File: src/rtl/dspoad_consts.vh
// Constants shared by the operand address decoder and its helpers.
`ifndef DSPOAD_CONSTS_VH
`define DSPOAD_CONSTS_VH
// Instruction word field positions.
`define DSPOAD_MODE_BIT 7
`define DSPOAD_INC_BIT 5
`define DSPOAD_DEC_BIT 4
`define DSPOAD_RELOAD_BIT 3
`define DSPOAD_ARSEL_BIT 0
// Opcodes, full upper byte.
`define DSPOAD_OP_ACC_SHORT 8'h7e
`define DSPOAD_OP_PTR_IMM 8'h69
`define DSPOAD_OP_MODIFY 8'h68
`define DSPOAD_OP_PAGE_IMM 8'h6e
`define DSPOAD_OP_PAGE_MEM 8'h6f
`define DSPOAD_OP_STATUS_LD 8'h7b
`define DSPOAD_OP_MUL_MEM 8'h6d
`define DSPOAD_OP_TAB_RD 8'h67
`define DSPOAD_OP_TAB_WR 8'h7d
`define DSPOAD_OP_NOOPND 8'h7f
// Opcode prefixes; the bit below an aux prefix selects a register, the three bits below the input prefix a port.
`define DSPOAD_PFX_AUX_IMM 7'h38
`define DSPOAD_PFX_AUX_MEM 7'h1c
`define DSPOAD_PFX_AUX_ST 7'h18
`define DSPOAD_PFX_IN 5'h08
`define DSPOAD_PFX_ADD 4'h0
`define DSPOAD_PFX_BRANCH 4'hf
`define DSPOAD_PFX_MUL_IMM 3'h4
// Status word layout as restored from memory by the status load.
`define DSPOAD_STAT_PAGE 0
`define DSPOAD_STAT_PTR 1
// Register word indexes on the Avalon slave.
`define DSPOAD_REG_CTRL 3'h0
`define DSPOAD_REG_STATUS 3'h1
`define DSPOAD_REG_AUX0 3'h2
`define DSPOAD_REG_AUX1 3'h3
`define DSPOAD_REG_LASTADDR 3'h4
// Reset value of the control register: decoding enabled.
`define DSPOAD_CTRL_RST 1'h1
`endif

File: src/rtl/dspoad_aux_regs.v
// Two auxiliary registers with load, post-step and forwarding.
`timescale 1ns/10ps
module dspoad_aux_regs (
  input wire i_core_clk,
  input wire i_arst_n,
  input wire [1:0] i_load_en,
  input wire [31:0] i_load_data,
  input wire [1:0] i_inc,
  input wire [1:0] i_dec,
  output wire [31:0] o_aux_stored,
  output wire [31:0] o_aux_eff
);
  genvar gi;
  // One slice per auxiliary register.
  generate
    for (gi = 0; gi < 2; gi = gi + 1) begin : g_aux
      reg [15:0] aux_reg; // Stored register value.
      wire [15:0] base; // Value after any load landing this cycle.
      wire [15:0] aux_next;
      assign base = i_load_en[gi] ? i_load_data[16*gi +: 16] : aux_reg;
      // Both step bits set cancel out, leaving the value unchanged.
      assign aux_next = (i_inc[gi] && !i_dec[gi]) ? base + 16'h0001 :
                        (i_dec[gi] && !i_inc[gi]) ? base - 16'h0001 : base;
      // Update lands at the edge that retires the instruction.
      always @(posedge i_core_clk or negedge i_arst_n) begin
        if (!i_arst_n) begin
          aux_reg <= 16'h0000;
        end else begin
          aux_reg <= aux_next;
        end
      end
      assign o_aux_stored[16*gi +: 16] = aux_reg;
      // The forwarded value lets the next instruction see a load at once.
      assign o_aux_eff[16*gi +: 16] = base;
    end
  endgenerate
endmodule // dspoad_aux_regs

File: src/rtl/dspoad_decode.v
// Operand addressing decoder: direct, indirect and immediate modes.
//
// How it works
// - Direct address is page bit over field.
// - Bit seven picks direct or indirect.
// - Opcode upper byte, address low seven bits.
// - Only three instructions write page bit.
// - Reset leaves page bit untouched.
// - No direct address for branch, immediate, operandless.
// - Indirect address is selected aux low byte.
// - Pointer value picks aux zero or one.
// - Bit three clear reloads pointer from bit0.
// - Bit five increments, bit four decrements.
// - Aux step after use, no extra cycle.
// - Aux load, immediate load, modify, store.
// - Five immediates finish in one cycle.
// - Immediate multiply fills product register.
// - Short accumulator load zeroes upper bits.
// - Add shift count from bits 11:8.
// - Port input takes two cycles.
// - Table read and write bridge spaces.
// - Page holds 128 words, field indexes it.
//
// Our own choices: the register offsets and the Avalon-MM slave port.
`timescale 1ns/10ps
`include "dspoad_consts.vh"
module dspoad_decode (
  input wire i_core_clk,
  input wire i_arst_n,
  input wire [15:0] i_instr,
  input wire i_instr_valid,
  output wire o_instr_ready,
  input wire [15:0] i_dmem_rdata,
  input wire [15:0] i_port_data,
  input wire [15:0] i_mult_in,
  output reg [7:0] o_dmem_addr,
  output reg o_dmem_rd,
  output reg o_dmem_wr,
  output reg [15:0] o_dmem_wdata,
  output reg o_port_rd,
  output reg [2:0] o_port_addr,
  output reg o_tbl_rd,
  output reg o_tbl_wr,
  output reg [3:0] o_shift_cnt,
  output reg o_shift_valid,
  output reg o_acc_load,
  output reg [31:0] o_acc_value,
  output wire [31:0] o_product,
  output wire o_product_valid,
  output wire o_page_select_bit,
  output wire o_aux_select_pointer,
  input wire [2:0] i_avs_address,
  input wire i_avs_read,
  input wire i_avs_write,
  input wire [31:0] i_avs_writedata,
  input wire [3:0] i_avs_byteenable,
  output reg [31:0] o_avs_readdata,
  output wire o_avs_waitrequest
);
  // One-hot sequencer states; the second state finishes a port input.
  localparam ST_RUN = 2'b01;
  localparam ST_IN2 = 2'b10;

  reg [1:0] state_reg; // Sequencer state.
  reg [1:0] state_next;
  reg page_select_bit_reg; // Page bit, deliberately without reset.
  reg aux_select_pointer_reg; // Selects the current auxiliary register.
  reg ctrl_en_reg; // Software enable for instruction decoding.
  reg ack_reg; // Avalon answer phase.
  // Loads waiting for memory read data, one cycle after the address.
  reg pend_page_reg; // Page load from memory lands next edge.
  reg pend_status_reg; // Status word load lands next edge.
  reg [1:0] pend_aux_reg; // Auxiliary load per register.
  reg pend_mul_reg; // Memory multiply operand arrives next edge.
  reg [7:0] last_addr_reg; // Last data address issued, for software.

  wire take; // An instruction is accepted this edge.
  wire [7:0] opc; // Operation code field.
  wire indirect; // Addressing mode bit.
  wire is_acc_short, is_aux_imm, is_ptr_imm, is_page_imm, is_mul_imm;
  wire is_imm, is_branch, is_noopnd, has_operand;
  wire is_page_mem, is_status_ld, is_aux_mem, is_aux_st, is_modify, is_mul_mem, is_in, is_add;
  wire is_tab_rd, is_tab_wr;
  wire eff_page; // Page bit including a load landing this cycle.
  wire eff_ptr; // Pointer including a status load landing now.
  wire [31:0] aux_stored;
  wire [31:0] aux_eff;
  wire [15:0] aux_cur; // Current auxiliary register, forwarded.
  wire [7:0] operand_addr;
  wire aux_step; // Indirect field modifies the current register.
  wire [1:0] aux_imm_hit; // Immediate auxiliary load, one bit per register.
  wire [1:0] load_en;
  wire [31:0] load_data;
  wire [1:0] step_inc;
  wire [1:0] step_dec;
  wire avs_req;

  // Requests are refused while disabled or finishing a port input.
  assign o_instr_ready = ctrl_en_reg && state_reg[0];
  assign take = i_instr_valid && o_instr_ready;

  assign opc = i_instr[15:8];
  assign indirect = i_instr[`DSPOAD_MODE_BIT];

  // Instruction classes; prefix compares leave out register, port, shift-count, branch or constant bits.
  // Decoding is flat and combinational so every class is known in the
  // cycle the word is offered, which keeps the issue stage single-cycle.
  assign is_acc_short = (opc == `DSPOAD_OP_ACC_SHORT);
  assign is_aux_imm = (opc[7:1] == `DSPOAD_PFX_AUX_IMM);
  assign is_ptr_imm = (opc == `DSPOAD_OP_PTR_IMM);
  assign is_page_imm = (opc == `DSPOAD_OP_PAGE_IMM);
  assign is_mul_imm = (opc[7:5] == `DSPOAD_PFX_MUL_IMM);
  assign is_imm = is_acc_short || is_aux_imm || is_ptr_imm || is_page_imm || is_mul_imm;
  assign is_branch = (opc[7:4] == `DSPOAD_PFX_BRANCH);
  assign is_noopnd = (opc == `DSPOAD_OP_NOOPND);
  assign has_operand = !(is_imm || is_branch || is_noopnd);
  assign is_page_mem = (opc == `DSPOAD_OP_PAGE_MEM);
  assign is_status_ld = (opc == `DSPOAD_OP_STATUS_LD);
  assign is_aux_mem = (opc[7:1] == `DSPOAD_PFX_AUX_MEM);
  assign is_aux_st = (opc[7:1] == `DSPOAD_PFX_AUX_ST);
  assign is_modify = (opc == `DSPOAD_OP_MODIFY);
  assign is_mul_mem = (opc == `DSPOAD_OP_MUL_MEM);
  assign is_in = (opc[7:3] == `DSPOAD_PFX_IN);
  assign is_add = (opc[7:4] == `DSPOAD_PFX_ADD);
  assign is_tab_rd = (opc == `DSPOAD_OP_TAB_RD);
  assign is_tab_wr = (opc == `DSPOAD_OP_TAB_WR);

  // forward pending loads
  // Forwarding the landing word avoids a stall after a memory load.
  assign eff_page = (pend_page_reg || pend_status_reg) ?
                    i_dmem_rdata[`DSPOAD_STAT_PAGE] : page_select_bit_reg;
  assign eff_ptr = pend_status_reg ? i_dmem_rdata[`DSPOAD_STAT_PTR] : aux_select_pointer_reg;

  assign aux_cur = eff_ptr ? aux_eff[31:16] : aux_eff[15:0];

  assign operand_addr = indirect ? aux_cur[7:0] : {eff_page, i_instr[6:0]};

  assign aux_imm_hit[0] = take && is_aux_imm && !opc[0];
  assign aux_imm_hit[1] = take && is_aux_imm && opc[0];

  // Per-register load sources; an immediate and a memory load may land
  // together on different registers, so each register has its own data.
  // On one register the immediate is younger and therefore wins.
  genvar gi;
  generate
    for (gi = 0; gi < 2; gi = gi + 1) begin : g_load
      assign load_en[gi] = aux_imm_hit[gi] || pend_aux_reg[gi];
      assign load_data[16*gi +: 16] = aux_imm_hit[gi] ? {8'h00, i_instr[7:0]} : i_dmem_rdata;
      assign step_inc[gi] = aux_step && (eff_ptr == gi) && i_instr[`DSPOAD_INC_BIT];
      assign step_dec[gi] = aux_step && (eff_ptr == gi) && i_instr[`DSPOAD_DEC_BIT];
    end
  endgenerate

  assign aux_step = take && indirect && has_operand;

  // The step is applied at the same edge that issues the old address.
  dspoad_aux_regs u_aux (
    .i_core_clk(i_core_clk),
    .i_arst_n(i_arst_n),
    .i_load_en(load_en),
    .i_load_data(load_data),
    .i_inc(step_inc),
    .i_dec(step_dec),
    .o_aux_stored(aux_stored),
    .o_aux_eff(aux_eff)
  );

  dspoad_mul u_mul (
    .i_core_clk(i_core_clk),
    .i_arst_n(i_arst_n),
    .i_start((take && is_mul_imm) || pend_mul_reg),
    // A younger immediate multiply overwrites a memory multiply landing now.
    .i_operand((take && is_mul_imm) ? {{3{i_instr[12]}}, i_instr[12:0]} : i_dmem_rdata),
    .i_mult_in(i_mult_in),
    .o_product(o_product),
    .o_product_valid(o_product_valid)
  );

  // no reset on page
  // Program order wins: a page immediate beats a load still landing.
  // Leaving it unreset means software must load it before direct access.
  always @(posedge i_core_clk) begin
    if (take && is_page_imm) begin
      page_select_bit_reg <= i_instr[0];
    end else if (pend_page_reg || pend_status_reg) begin
      page_select_bit_reg <= i_dmem_rdata[`DSPOAD_STAT_PAGE];
    end
  end

  // pointer reload control
  // The current instruction is younger than a landing status load.
  // A kept pointer still takes the older status load landing now.
  always @(posedge i_core_clk or negedge i_arst_n) begin
    if (!i_arst_n) begin
      aux_select_pointer_reg <= 1'b0;
    end else if (take && is_ptr_imm) begin
      aux_select_pointer_reg <= i_instr[0];
    end else if (aux_step && !i_instr[`DSPOAD_RELOAD_BIT]) begin
      aux_select_pointer_reg <= i_instr[`DSPOAD_ARSEL_BIT];
    end else if (pend_status_reg) begin
      aux_select_pointer_reg <= i_dmem_rdata[`DSPOAD_STAT_PTR];
    end
  end

  // Sequencer: only a port input occupies a second cycle.
  always @* begin
    state_next = state_reg;
    case (state_reg)
      ST_RUN: begin
        if (take && is_in) begin
          state_next = ST_IN2;
        end
      end
      ST_IN2: begin
        state_next = ST_RUN;
      end
      default: begin
        state_next = ST_RUN;
      end
    endcase
  end

  // Issue stage: registered strobes are one-cycle pulses.
  always @(posedge i_core_clk or negedge i_arst_n) begin
    if (!i_arst_n) begin
      state_reg <= ST_RUN;
      o_dmem_addr <= 8'h00;
      o_dmem_rd <= 1'b0;
      o_dmem_wr <= 1'b0;
      o_dmem_wdata <= 16'h0000;
      o_port_rd <= 1'b0;
      o_port_addr <= 3'h0;
      o_tbl_rd <= 1'b0;
      o_tbl_wr <= 1'b0;
      o_shift_cnt <= 4'h0;
      o_shift_valid <= 1'b0;
      o_acc_load <= 1'b0;
      o_acc_value <= 32'h00000000;
      pend_page_reg <= 1'b0;
      pend_status_reg <= 1'b0;
      pend_aux_reg <= 2'b00;
      pend_mul_reg <= 1'b0;
      last_addr_reg <= 8'h00;
    end else begin
      state_reg <= state_next;
      o_dmem_rd <= 1'b0;
      o_dmem_wr <= 1'b0;
      o_port_rd <= 1'b0;
      o_tbl_rd <= 1'b0;
      o_tbl_wr <= 1'b0;
      o_shift_valid <= 1'b0;
      o_acc_load <= 1'b0;
      pend_page_reg <= take && is_page_mem;
      pend_status_reg <= take && is_status_ld;
      pend_aux_reg <= {take && is_aux_mem && opc[0], take && is_aux_mem && !opc[0]};
      pend_mul_reg <= take && is_mul_mem;
      if (state_reg[1]) begin
        // Second port input cycle: the port word goes into memory.
        o_dmem_wr <= 1'b1;
        o_dmem_wdata <= i_port_data;
      end else if (take && has_operand) begin
        o_dmem_addr <= operand_addr;
        last_addr_reg <= operand_addr;
        // store aux register
        // The forwarded value stores a load landing in this same cycle.
        if (is_aux_st) begin
          o_dmem_wr <= 1'b1;
          o_dmem_wdata <= opc[0] ? aux_eff[31:16] : aux_eff[15:0];
        end else if (is_in) begin
          o_port_rd <= 1'b1;
          o_port_addr <= opc[2:0];
        end else if (is_tab_rd) begin
          o_tbl_rd <= 1'b1;
        end else if (is_tab_wr) begin
          o_tbl_wr <= 1'b1;
        end else if (!is_modify) begin
          // Everything else reads its operand; modify touches no memory.
          o_dmem_rd <= 1'b1;
        end
        if (is_add) begin
          o_shift_cnt <= opc[3:0];
          o_shift_valid <= 1'b1;
        end
      end else if (take && is_acc_short) begin
        o_acc_load <= 1'b1;
        o_acc_value <= {24'h000000, i_instr[7:0]};
      end
    end
  end

  assign o_page_select_bit = page_select_bit_reg;
  assign o_aux_select_pointer = aux_select_pointer_reg;

  // Avalon slave: one wait state, then the answer with waitrequest low.
  assign avs_req = i_avs_read || i_avs_write;
  assign o_avs_waitrequest = avs_req && !ack_reg;

  // Read data is captured in the wait state so it stands at the answer.
  always @(posedge i_core_clk or negedge i_arst_n) begin
    if (!i_arst_n) begin
      ack_reg <= 1'b0;
      ctrl_en_reg <= `DSPOAD_CTRL_RST;
      o_avs_readdata <= 32'h00000000;
    end else begin
      ack_reg <= avs_req && !ack_reg;
      if (i_avs_write && ack_reg && i_avs_byteenable[0] &&
          i_avs_address == `DSPOAD_REG_CTRL) begin
        ctrl_en_reg <= i_avs_writedata[0];
      end
      if (i_avs_read && !ack_reg) begin
        case (i_avs_address)
          `DSPOAD_REG_CTRL: o_avs_readdata <= {31'h00000000, ctrl_en_reg};
          `DSPOAD_REG_STATUS: o_avs_readdata <= {29'h00000000, state_reg[1],
                                                 aux_select_pointer_reg, page_select_bit_reg};
          `DSPOAD_REG_AUX0: o_avs_readdata <= {16'h0000, aux_stored[15:0]};
          `DSPOAD_REG_AUX1: o_avs_readdata <= {16'h0000, aux_stored[31:16]};
          `DSPOAD_REG_LASTADDR: o_avs_readdata <= {24'h000000, last_addr_reg};
          // Unmapped words read as zero.
          default: o_avs_readdata <= 32'h00000000;
        endcase
      end
    end
  end
endmodule // dspoad_decode

File: src/rtl/dspoad_mul.v
// Signed multiplier that fills the product register.
`timescale 1ns/10ps
module dspoad_mul (
  input wire i_core_clk,
  input wire i_arst_n,
  input wire i_start,
  input wire [15:0] i_operand,
  input wire [15:0] i_mult_in,
  output reg [31:0] o_product,
  output reg o_product_valid
);
  // Product register updates only when a multiply is issued.
  always @(posedge i_core_clk or negedge i_arst_n) begin
    if (!i_arst_n) begin
      o_product <= 32'h00000000;
      o_product_valid <= 1'b0;
    end else begin
      o_product_valid <= i_start;
      if (i_start) begin
        o_product <= $signed(i_operand) * $signed(i_mult_in);
      end
    end
  end
endmodule // dspoad_mul
File: config.mk
export PLATFORM = sky130hd
export DESIGN_NAME = dspoad_decode
export DESIGN_NICKNAME = d
export VERILOG_FILES = /design/src/rtl/dspoad_aux_regs.v /design/src/rtl/dspoad_decode.v /design/src/rtl/dspoad_mul.v
export VERILOG_INCLUDE_DIRS = /design/src /design/src/rtl
export SDC_FILE = /design/constraint.sdc
export NUM_CORES = 1
export LEC_CHECK = 0
export ABC_CLOCK_PERIOD_IN_PS = 12600
export BUFFER_PORTS_ARGS = -buffer_cell sky130_fd_sc_hd__buf_2
export CAP_MARGIN = 40
export CORE_AREA = 4 4 170 254
export DETAILED_ROUTE_END_ITERATION = 10
export DIE_AREA = 0 0 174 258
export GPL_ROUTABILITY_DRIVEN = 1
export HOLD_SLACK_MARGIN = 0.03
export SLEW_MARGIN = 20
export SYNTH_ARGS = -nofsm -noshare
export SYNTH_HDL_FRONTEND = slang
export SYNTH_SLANG_ARGS = --single-unit
File: constraint.sdc
create_clock -name i_core_clk -period 12.6 [get_ports i_core_clk]
set_input_delay 0.63 -clock i_core_clk [delete_from_list [all_inputs] [get_ports i_core_clk]]
set_output_delay 0.63 -clock i_core_clk [all_outputs]
set_load 0.05 [all_outputs]
## Word-level counts from Yosys, hierarchy flattened

Cells that the tools add are included.

| storage, ports and cells | value |
|---|---|
| input port bits | 108 |
| latch bits | 0 |
| output and inout bits | 139 |
| memory bits (read-only) | 0 |
| register bits after elaboration | 154 |
| RAM bits | 0 |
| memories | 0 |
| logic and storage cells | 174 |

| operators by class | value |
|---|---|
| $mul | 1 |
| eq/ne operators | 22 |
| multiplexer cells | 54 |
| add/sub/neg operators | 4 |
| div/mod/pow operators | 0 |
| reduce and logical (&&, ||, !) cells | 63 |
| shift operators | 0 |
| bitwise operators | 4 |
| $lt $le $gt $ge | 0 |

Operator list:

| cell | count |
|---|---|
| $mux 16 | 13 |
| $eq 8x7->1 const B | 10 |
| $pmux 16 s5 | 1 |
| $mux 1 | 36 |
| $logic_and 1x1->1 | 35 |
| $add 16x1->16 const B | 2 |
| $mul 16x16->32 | 1 |
| $sub 16x1->16 const B | 2 |
| $mux 8 | 2 |
| $eq 7x5->1 const B | 2 |
| $logic_or 1x1->1 | 11 |
| $logic_not 1->1 | 8 |
| $eq 7x6->1 const B | 1 |
| $eq 3x2->1 const B | 2 |
| $eq 3x3->1 const B | 2 |
| $reduce_and 3->1 | 2 |
| $eq 5x4->1 const B | 1 |
| $eq 4x4->1 const B | 1 |
| $logic_not 4->1 | 1 |
| $mux 2 | 2 |
| $not 1->1 | 4 |
| $reduce_and 2->1 | 2 |
| $reduce_and 4->1 | 1 |
| $reduce_bool 2->1 | 2 |
| other kinds (4) | 4 |

## Longest topological paths before layout

| logic depth | value |
|---|---|
| depth after elaboration | 15 |
| gate-level depth with buffers | 30 |
| mapped depth without buffers | 27 |

## Cells and area by module

From an unflattened synthesis, not the netlist that was laid out.

| second synthesis, totals | value |
|---|---|
| cell total of the unflattened synthesis | 1956 |
| area, all modules | 18271.3 µm² |

Modules (own cells, without submodules):

| module | cells each | seq. area each (µm²) | instances | area each (µm²) |
|---|---|---|---|---|
| dspoad_mul | 1177 | 825.8 | 1 | 11115.7 |
| dspoad_decode | 498 | 1824.2 | 1 | 4600.7 |
| dspoad_aux_regs | 281 | 800.8 | 1 | 2555.0 |

## Worst setup path before layout

No wires, ideal clock.

| timing | value |
|---|---|
| path type | input to register |
| start | in i_instr_valid |
| end | reg u_mul.o_product[31] |
| library setup time | 0.086 ns |
| stages | 28 |
| buffers on the path | 3 |
| data required time | 12.514 ns |
| setup slack | 5.389 ns |
| data arrival time | 7.125 ns |
| cells stage by stage | and3_1 -> buf_2 -> nand3_1 -> clkbuf_1 -> nor2_1 -> a21o_1 -> clkbuf_1 -> nand2_1 -> inv_1 -> fa_1 -> fa_1 -> inv_1 -> fa_1 -> fa_1 -> inv_1 -> fa_1 -> inv_1 -> fa_1 -> inv_1 -> ha_1 -> nand4_1 -> nor2_1 -> nand2_1 -> a2bb2oi_1 -> a21boi_0 -> o31a_1 -> o21a_1 -> nor3_1 |

| on the way | value |
|---|---|
| cells in the longest elaborated chain, start to end | 4 |
| elaborated cells between the ends (all ways) | 5 |
| classes of those cells | mul (1); mux (1); reduce/logical (3) |

RTL lines:

| element | RTL line | text |
|---|---|---|
| from (decl) | dspoad_decode.v:31 | `input wire i_instr_valid,` |
| $logic_and 1x1->1 (*) | dspoad_decode.v:100 | `assign take = i_instr_valid && o_instr_ready;` |
| $logic_and 1x1->1 (*) | dspoad_decode.v:171, dspoad_decode.v:173 |  |
| $mux 16 | dspoad_decode.v:173 | `.i_operand((take && is_mul_imm) ? {{3{i_instr[12]}}, i_instr[12:0]} : i_dmem_rdata),` |
| $mul 16x16->32 | dspoad_mul.v:20 | `o_product <= $signed(i_operand) * $signed(i_mult_in);` |
| to (signal assigned) | dspoad_mul.v:20 |  |
| to (decl) | dspoad_mul.v:9 | `output reg [31:0] o_product,` |

Mark *: on every way between the ends. The rest lies on a longest branch, timed or not.
A chain may end at the register's enable or synchronous reset.

## Worst setup path after layout

| timing | value |
|---|---|
| start | reg ctrl_en_reg |
| end | reg u_mul.o_product[31] |

| on the way | value |
|---|---|
| cells in the longest elaborated chain, start to end | 5 |
| elaborated cells between the ends (all ways) | 6 |
| classes of those cells | mul (1); mux (1); reduce/logical (4) |

RTL lines:

| element | RTL line | text |
|---|---|---|
| from (decl) | dspoad_decode.v:68 | `reg ctrl_en_reg;` |
| from (signal assigned) | dspoad_decode.v:302 | `` ctrl_en_reg <= `DSPOAD_CTRL_RST; `` |
| from (signal assigned) | dspoad_decode.v:308 | `ctrl_en_reg <= i_avs_writedata[0];` |
| $logic_and 1x1->1 (*) | dspoad_decode.v:99 | `assign o_instr_ready = ctrl_en_reg && state_reg[0];` |
| $logic_and 1x1->1 (*) | dspoad_decode.v:100 |  |
| $logic_and 1x1->1 (*) | dspoad_decode.v:171, dspoad_decode.v:173 |  |
| $mux 16 | dspoad_decode.v:173 |  |
| $mul 16x16->32 | dspoad_mul.v:20 |  |

Marked as above.

==> results.sh <==
export IMPL_outcome="completed"
export IMPL_drv_cap=0
export IMPL_die_x_um=174
export IMPL_cts_sinks=138
export IMPL_fin_crit_sh_pct=64.7
export IMPL_gp_congestion=0.920
export IMPL_start_util_pct=44.3
export IMPL_fin_setup_tns_ns=0
export IMPL_clk_path_buf_depth=2
export IMPL_drt_iter0_markers=667
export IMPL_routed_via_density=5.39
export IMPL_rr_worst_depth=26
export IMPL_cts_htree_levels=4
export IMPL_max_freq_ghz=0.123
export IMPL_final_hold_viol_count=0
export IMPL_path_max_fanout=20
export IMPL_row_count=91
export IMPL_io_buffers=172
export IMPL_ant_nets=0
export IMPL_vias=14300
export IMPL_rrSetupSlack_ns=4.45
export IMPL_startpoint_type="register"
export IMPL_ys_types=92
export IMPL_grt_max_degree=67
export IMPL_root_buffer="clkbuf_16"
export IMPL_cp_arrival_ns=8.51
export IMPL_setup_viol=0
export IMPL_grt_usage_pct=24.1
export IMPL_pin_count=247
export IMPL_critPathKind="reg -> reg"
export IMPL_drv_slew=0
export IMPL_cts_buffers=17
export IMPL_wl_mm=53.5
export IMPL_synth_seq_cells=138
export IMPL_post_cts_buffers=0
export IMPL_ys_flop_type="dfrtp_1"
export IMPL_synth_area_um2=18200
export IMPL_grt_pass1_wl_mm=84.8
export IMPL_antenna_found_initial=2
export IMPL_dieHeight_um=258
export IMPL_cts_tree="done"
export IMPL_n_fill_cell=3961
export IMPL_synth_enable_flop_cells=0
export IMPL_drive_above_1_share_pct=15.1
export IMPL_post_cts_resized=0
export IMPL_clkTransAtPathRegs_ns=0.07
export IMPL_wire_per_inst_um=20.1
export IMPL_skew_ns=0.0151
export IMPL_coreArea_um2=41000
export IMPL_required_ns=12.96
export IMPL_end_kind="register"
export IMPL_drc=0
export IMPL_fin_nets=2591
export IMPL_hold_class="in -> async"
export IMPL_areaGrowthSynthToFinish_pct=9.65
export IMPL_grt_overflow_total=0
export IMPL_synth_seq_area_share_pct=19.0
export IMPL_layout_min_cycle_time_ns=8.15
export IMPL_dpl_hpwl_mm=44.1
export IMPL_clock_latency_ns=0.44
export IMPL_yosys_warnings=0
export IMPL_synth_area_per_cell_um2=9.07
export IMPL_tightest_slew_ns=0.830
export IMPL_max_slew_margin_pct=43.1
export IMPL_r2r_end="u_mul.o_product[31]"
export IMPL_cts_hold_buf=0
export IMPL_ys_async_sr_fraction_pct=99.3
export IMPL_grt_pass1_vias=15800
export IMPL_die_area_um2=44900
export IMPL_r2r_start="ctrl_en_reg"
export IMPL_firstDrtPassIters=6
export IMPL_rsz0062_at_grt="false"
export IMPL_synthCells=2003
-- synth_stat cells (all sizes together) (3+ instances only) --
cell type | count | area (um2)
xnor2 | 45 | 402
nand4 | 14 | 100
nand3 | 23 | 115
buf | 50 | 362
nor4 | 10 | 83.8
inv | 316 | 1190
mux2 | 56 | 631
and2 | 121 | 759
and4 | 3 | 26.3
nand2b | 11 | 76.3
o22ai | 7 | 50.1
a32oi | 3 | 26.3
and3 | 10 | 65.1
nor2 | 120 | 453
o21a | 6 | 45.0
a22oi | 6 | 45.0
nand2 | 264 | 993
o21ai | 84 | 424
fa | 262 | 5250
mux2i | 52 | 524
a211oi | 8 | 60.1
clkbuf | 71 | 328
a2111oi | 3 | 32.5
a21o | 14 | 105
a31oi | 6 | 37.5
nor4b | 3 | 26.3
xor2 | 13 | 114
o21bai | 5 | 37.5
a21oi | 77 | 389
o211ai | 12 | 90.1
ha | 86 | 1080
nand3b | 5 | 37.5
nor3 | 18 | 90.1
or3 | 8 | 55.1
nor2b | 17 | 106
a21boi | 6 | 45.1
dfrtp | 135 | 3380
or2 | 11 | 68.8
o2111ai | 4 | 35.0
o31ai | 5 | 37.5
-- critical path, stage by stage, from the launching register on --
cell       delay, ns
dfstp_2         0.56
and3_1          0.47
nand3_1         0.13
buf_4           0.24
nor2_1          0.22
a21o_1          0.55
nand2_1         0.20
inv_1           0.15
fa_1            0.56
fa_1            0.90
inv_1           0.12
fa_1            0.45
fa_1            0.54
inv_1           0.05
fa_1            0.53
inv_1           0.05
fa_1            0.47
inv_1           0.04
ha_1            0.36
nand4_1         0.19
nor2_1          0.09
nand2_1         0.07
a2bb2oi_1       0.31
a21boi_0        0.15
o31a_1          0.27
o21a_1          0.17
nor3_1          0.20
-- layer usage --
metal  share of wire (%)  global-route usage [%]  vias to the layer above  wire length [um]
li1                    -                       -                     6557                 -
met1                  33                    23.6                     7219             17500
met2                  56                    46.8                      417             30100
met3                 3.6                    2.97                      153              1920
met4                 7.4                    16.0                        0              3950
met5                   0                       0                        -                 0
-- stage by stage --
step | instances | worst slack, ns | util, % | instance area (um2) | hold WS, ns
6_report | 2660 | 4.45 | 48.6 | 19900 | 0.152
3_3_place_gp | 2619 | 4.33 | 47.0 | 19300 | 0.447
4_1_cts | 2657 | 4.43 | 48.6 | 19900 | 0.180
2_1_floorplan | 2042 | 5.39 | - | 18300 | 0.334
5_1_grt | 2659 | 3.80 | 48.6 | 19900 | 0.203
3_5_place_dp | 2626 | 4.27 | 47.2 | 19400 | 0.454
-- logic make-up (layout without fill, tap and decap cells) --
kind of cell / count (synthesis) / after routing / synth area share, %
and+or+nand+nor: 645 / 645 / 17.4
buffers and inverters: 438 / 543 / 10.3
adders and majority gates: 348 / 348 / 34.8
AOI/OAI and AO/OA: 267 / 267 / 9.31
DFF: 138 / 138 / 19.0
muxes: 108 / 108 / 6.35
xor gates and xnor gates: 58 / 58 / 2.84
other: 1 / 42 / 0.0206
-- worst max-delay path by stage --
| stage | startpoint | end | depth (start not counted) |
|---|---|---|---|
| final | ctrl_en_reg | u_mul.o_product[31] | 26 |
| after floorplan | i_instr_valid | u_mul.o_product[31] | 28 |
| after detailed placement | i_instr_valid | u_mul.o_product[31] | 27 |
| after global routing | ctrl_en_reg | u_mul.o_product[31] | 26 |
| after global placement | i_instr_valid | u_mul.o_product[31] | 27 |
| after CTS | ctrl_en_reg | u_mul.o_product[31] | 26 |
-- cells in the final DEF, fill, tap and decap left out, drive strengths merged, types with 6 or more instances in the layout --
cell / n
clkinv: 7
clkbuf: 18
nor2: 120
nand2: 264
buf: 195
conb: 40
dfrtp: 135
ha: 86
and3: 10
a21boi: 6
nand2b: 11
o21a: 6
or2: 11
a211oi: 8
a31oi: 6
a21o: 14
o21ai: 84
xor2: 13
o22ai: 7
nor4: 10
a22oi: 6
nor2b: 17
nand4: 14
and2: 121
fa: 262
a21oi: 77
or3: 8
mux2: 56
nand3: 23
xnor2: 45
inv: 322
nor3: 18
mux2i: 52
o211ai: 12
-- cell type report --
class / instances / area [um2] / area share (%)
inverter: 317 / 1190 / 5.97
timing repair buffer: 195 / 1090 / 5.45
tap: 511 / 639 / 3.21
clock inverter: 13 / 108 / 0.540
multi-input combinational: 1466 / 13000 / 65.3
sequential: 138 / 3450 / 17.3
antenna: 2 / 5.00 / 0.0251
clock buffer: 18 / 439 / 2.20
Power is left out: the tool's default activity adds up to more than one toggle a clock period on the data nets, which glitch-free logic cannot reach.
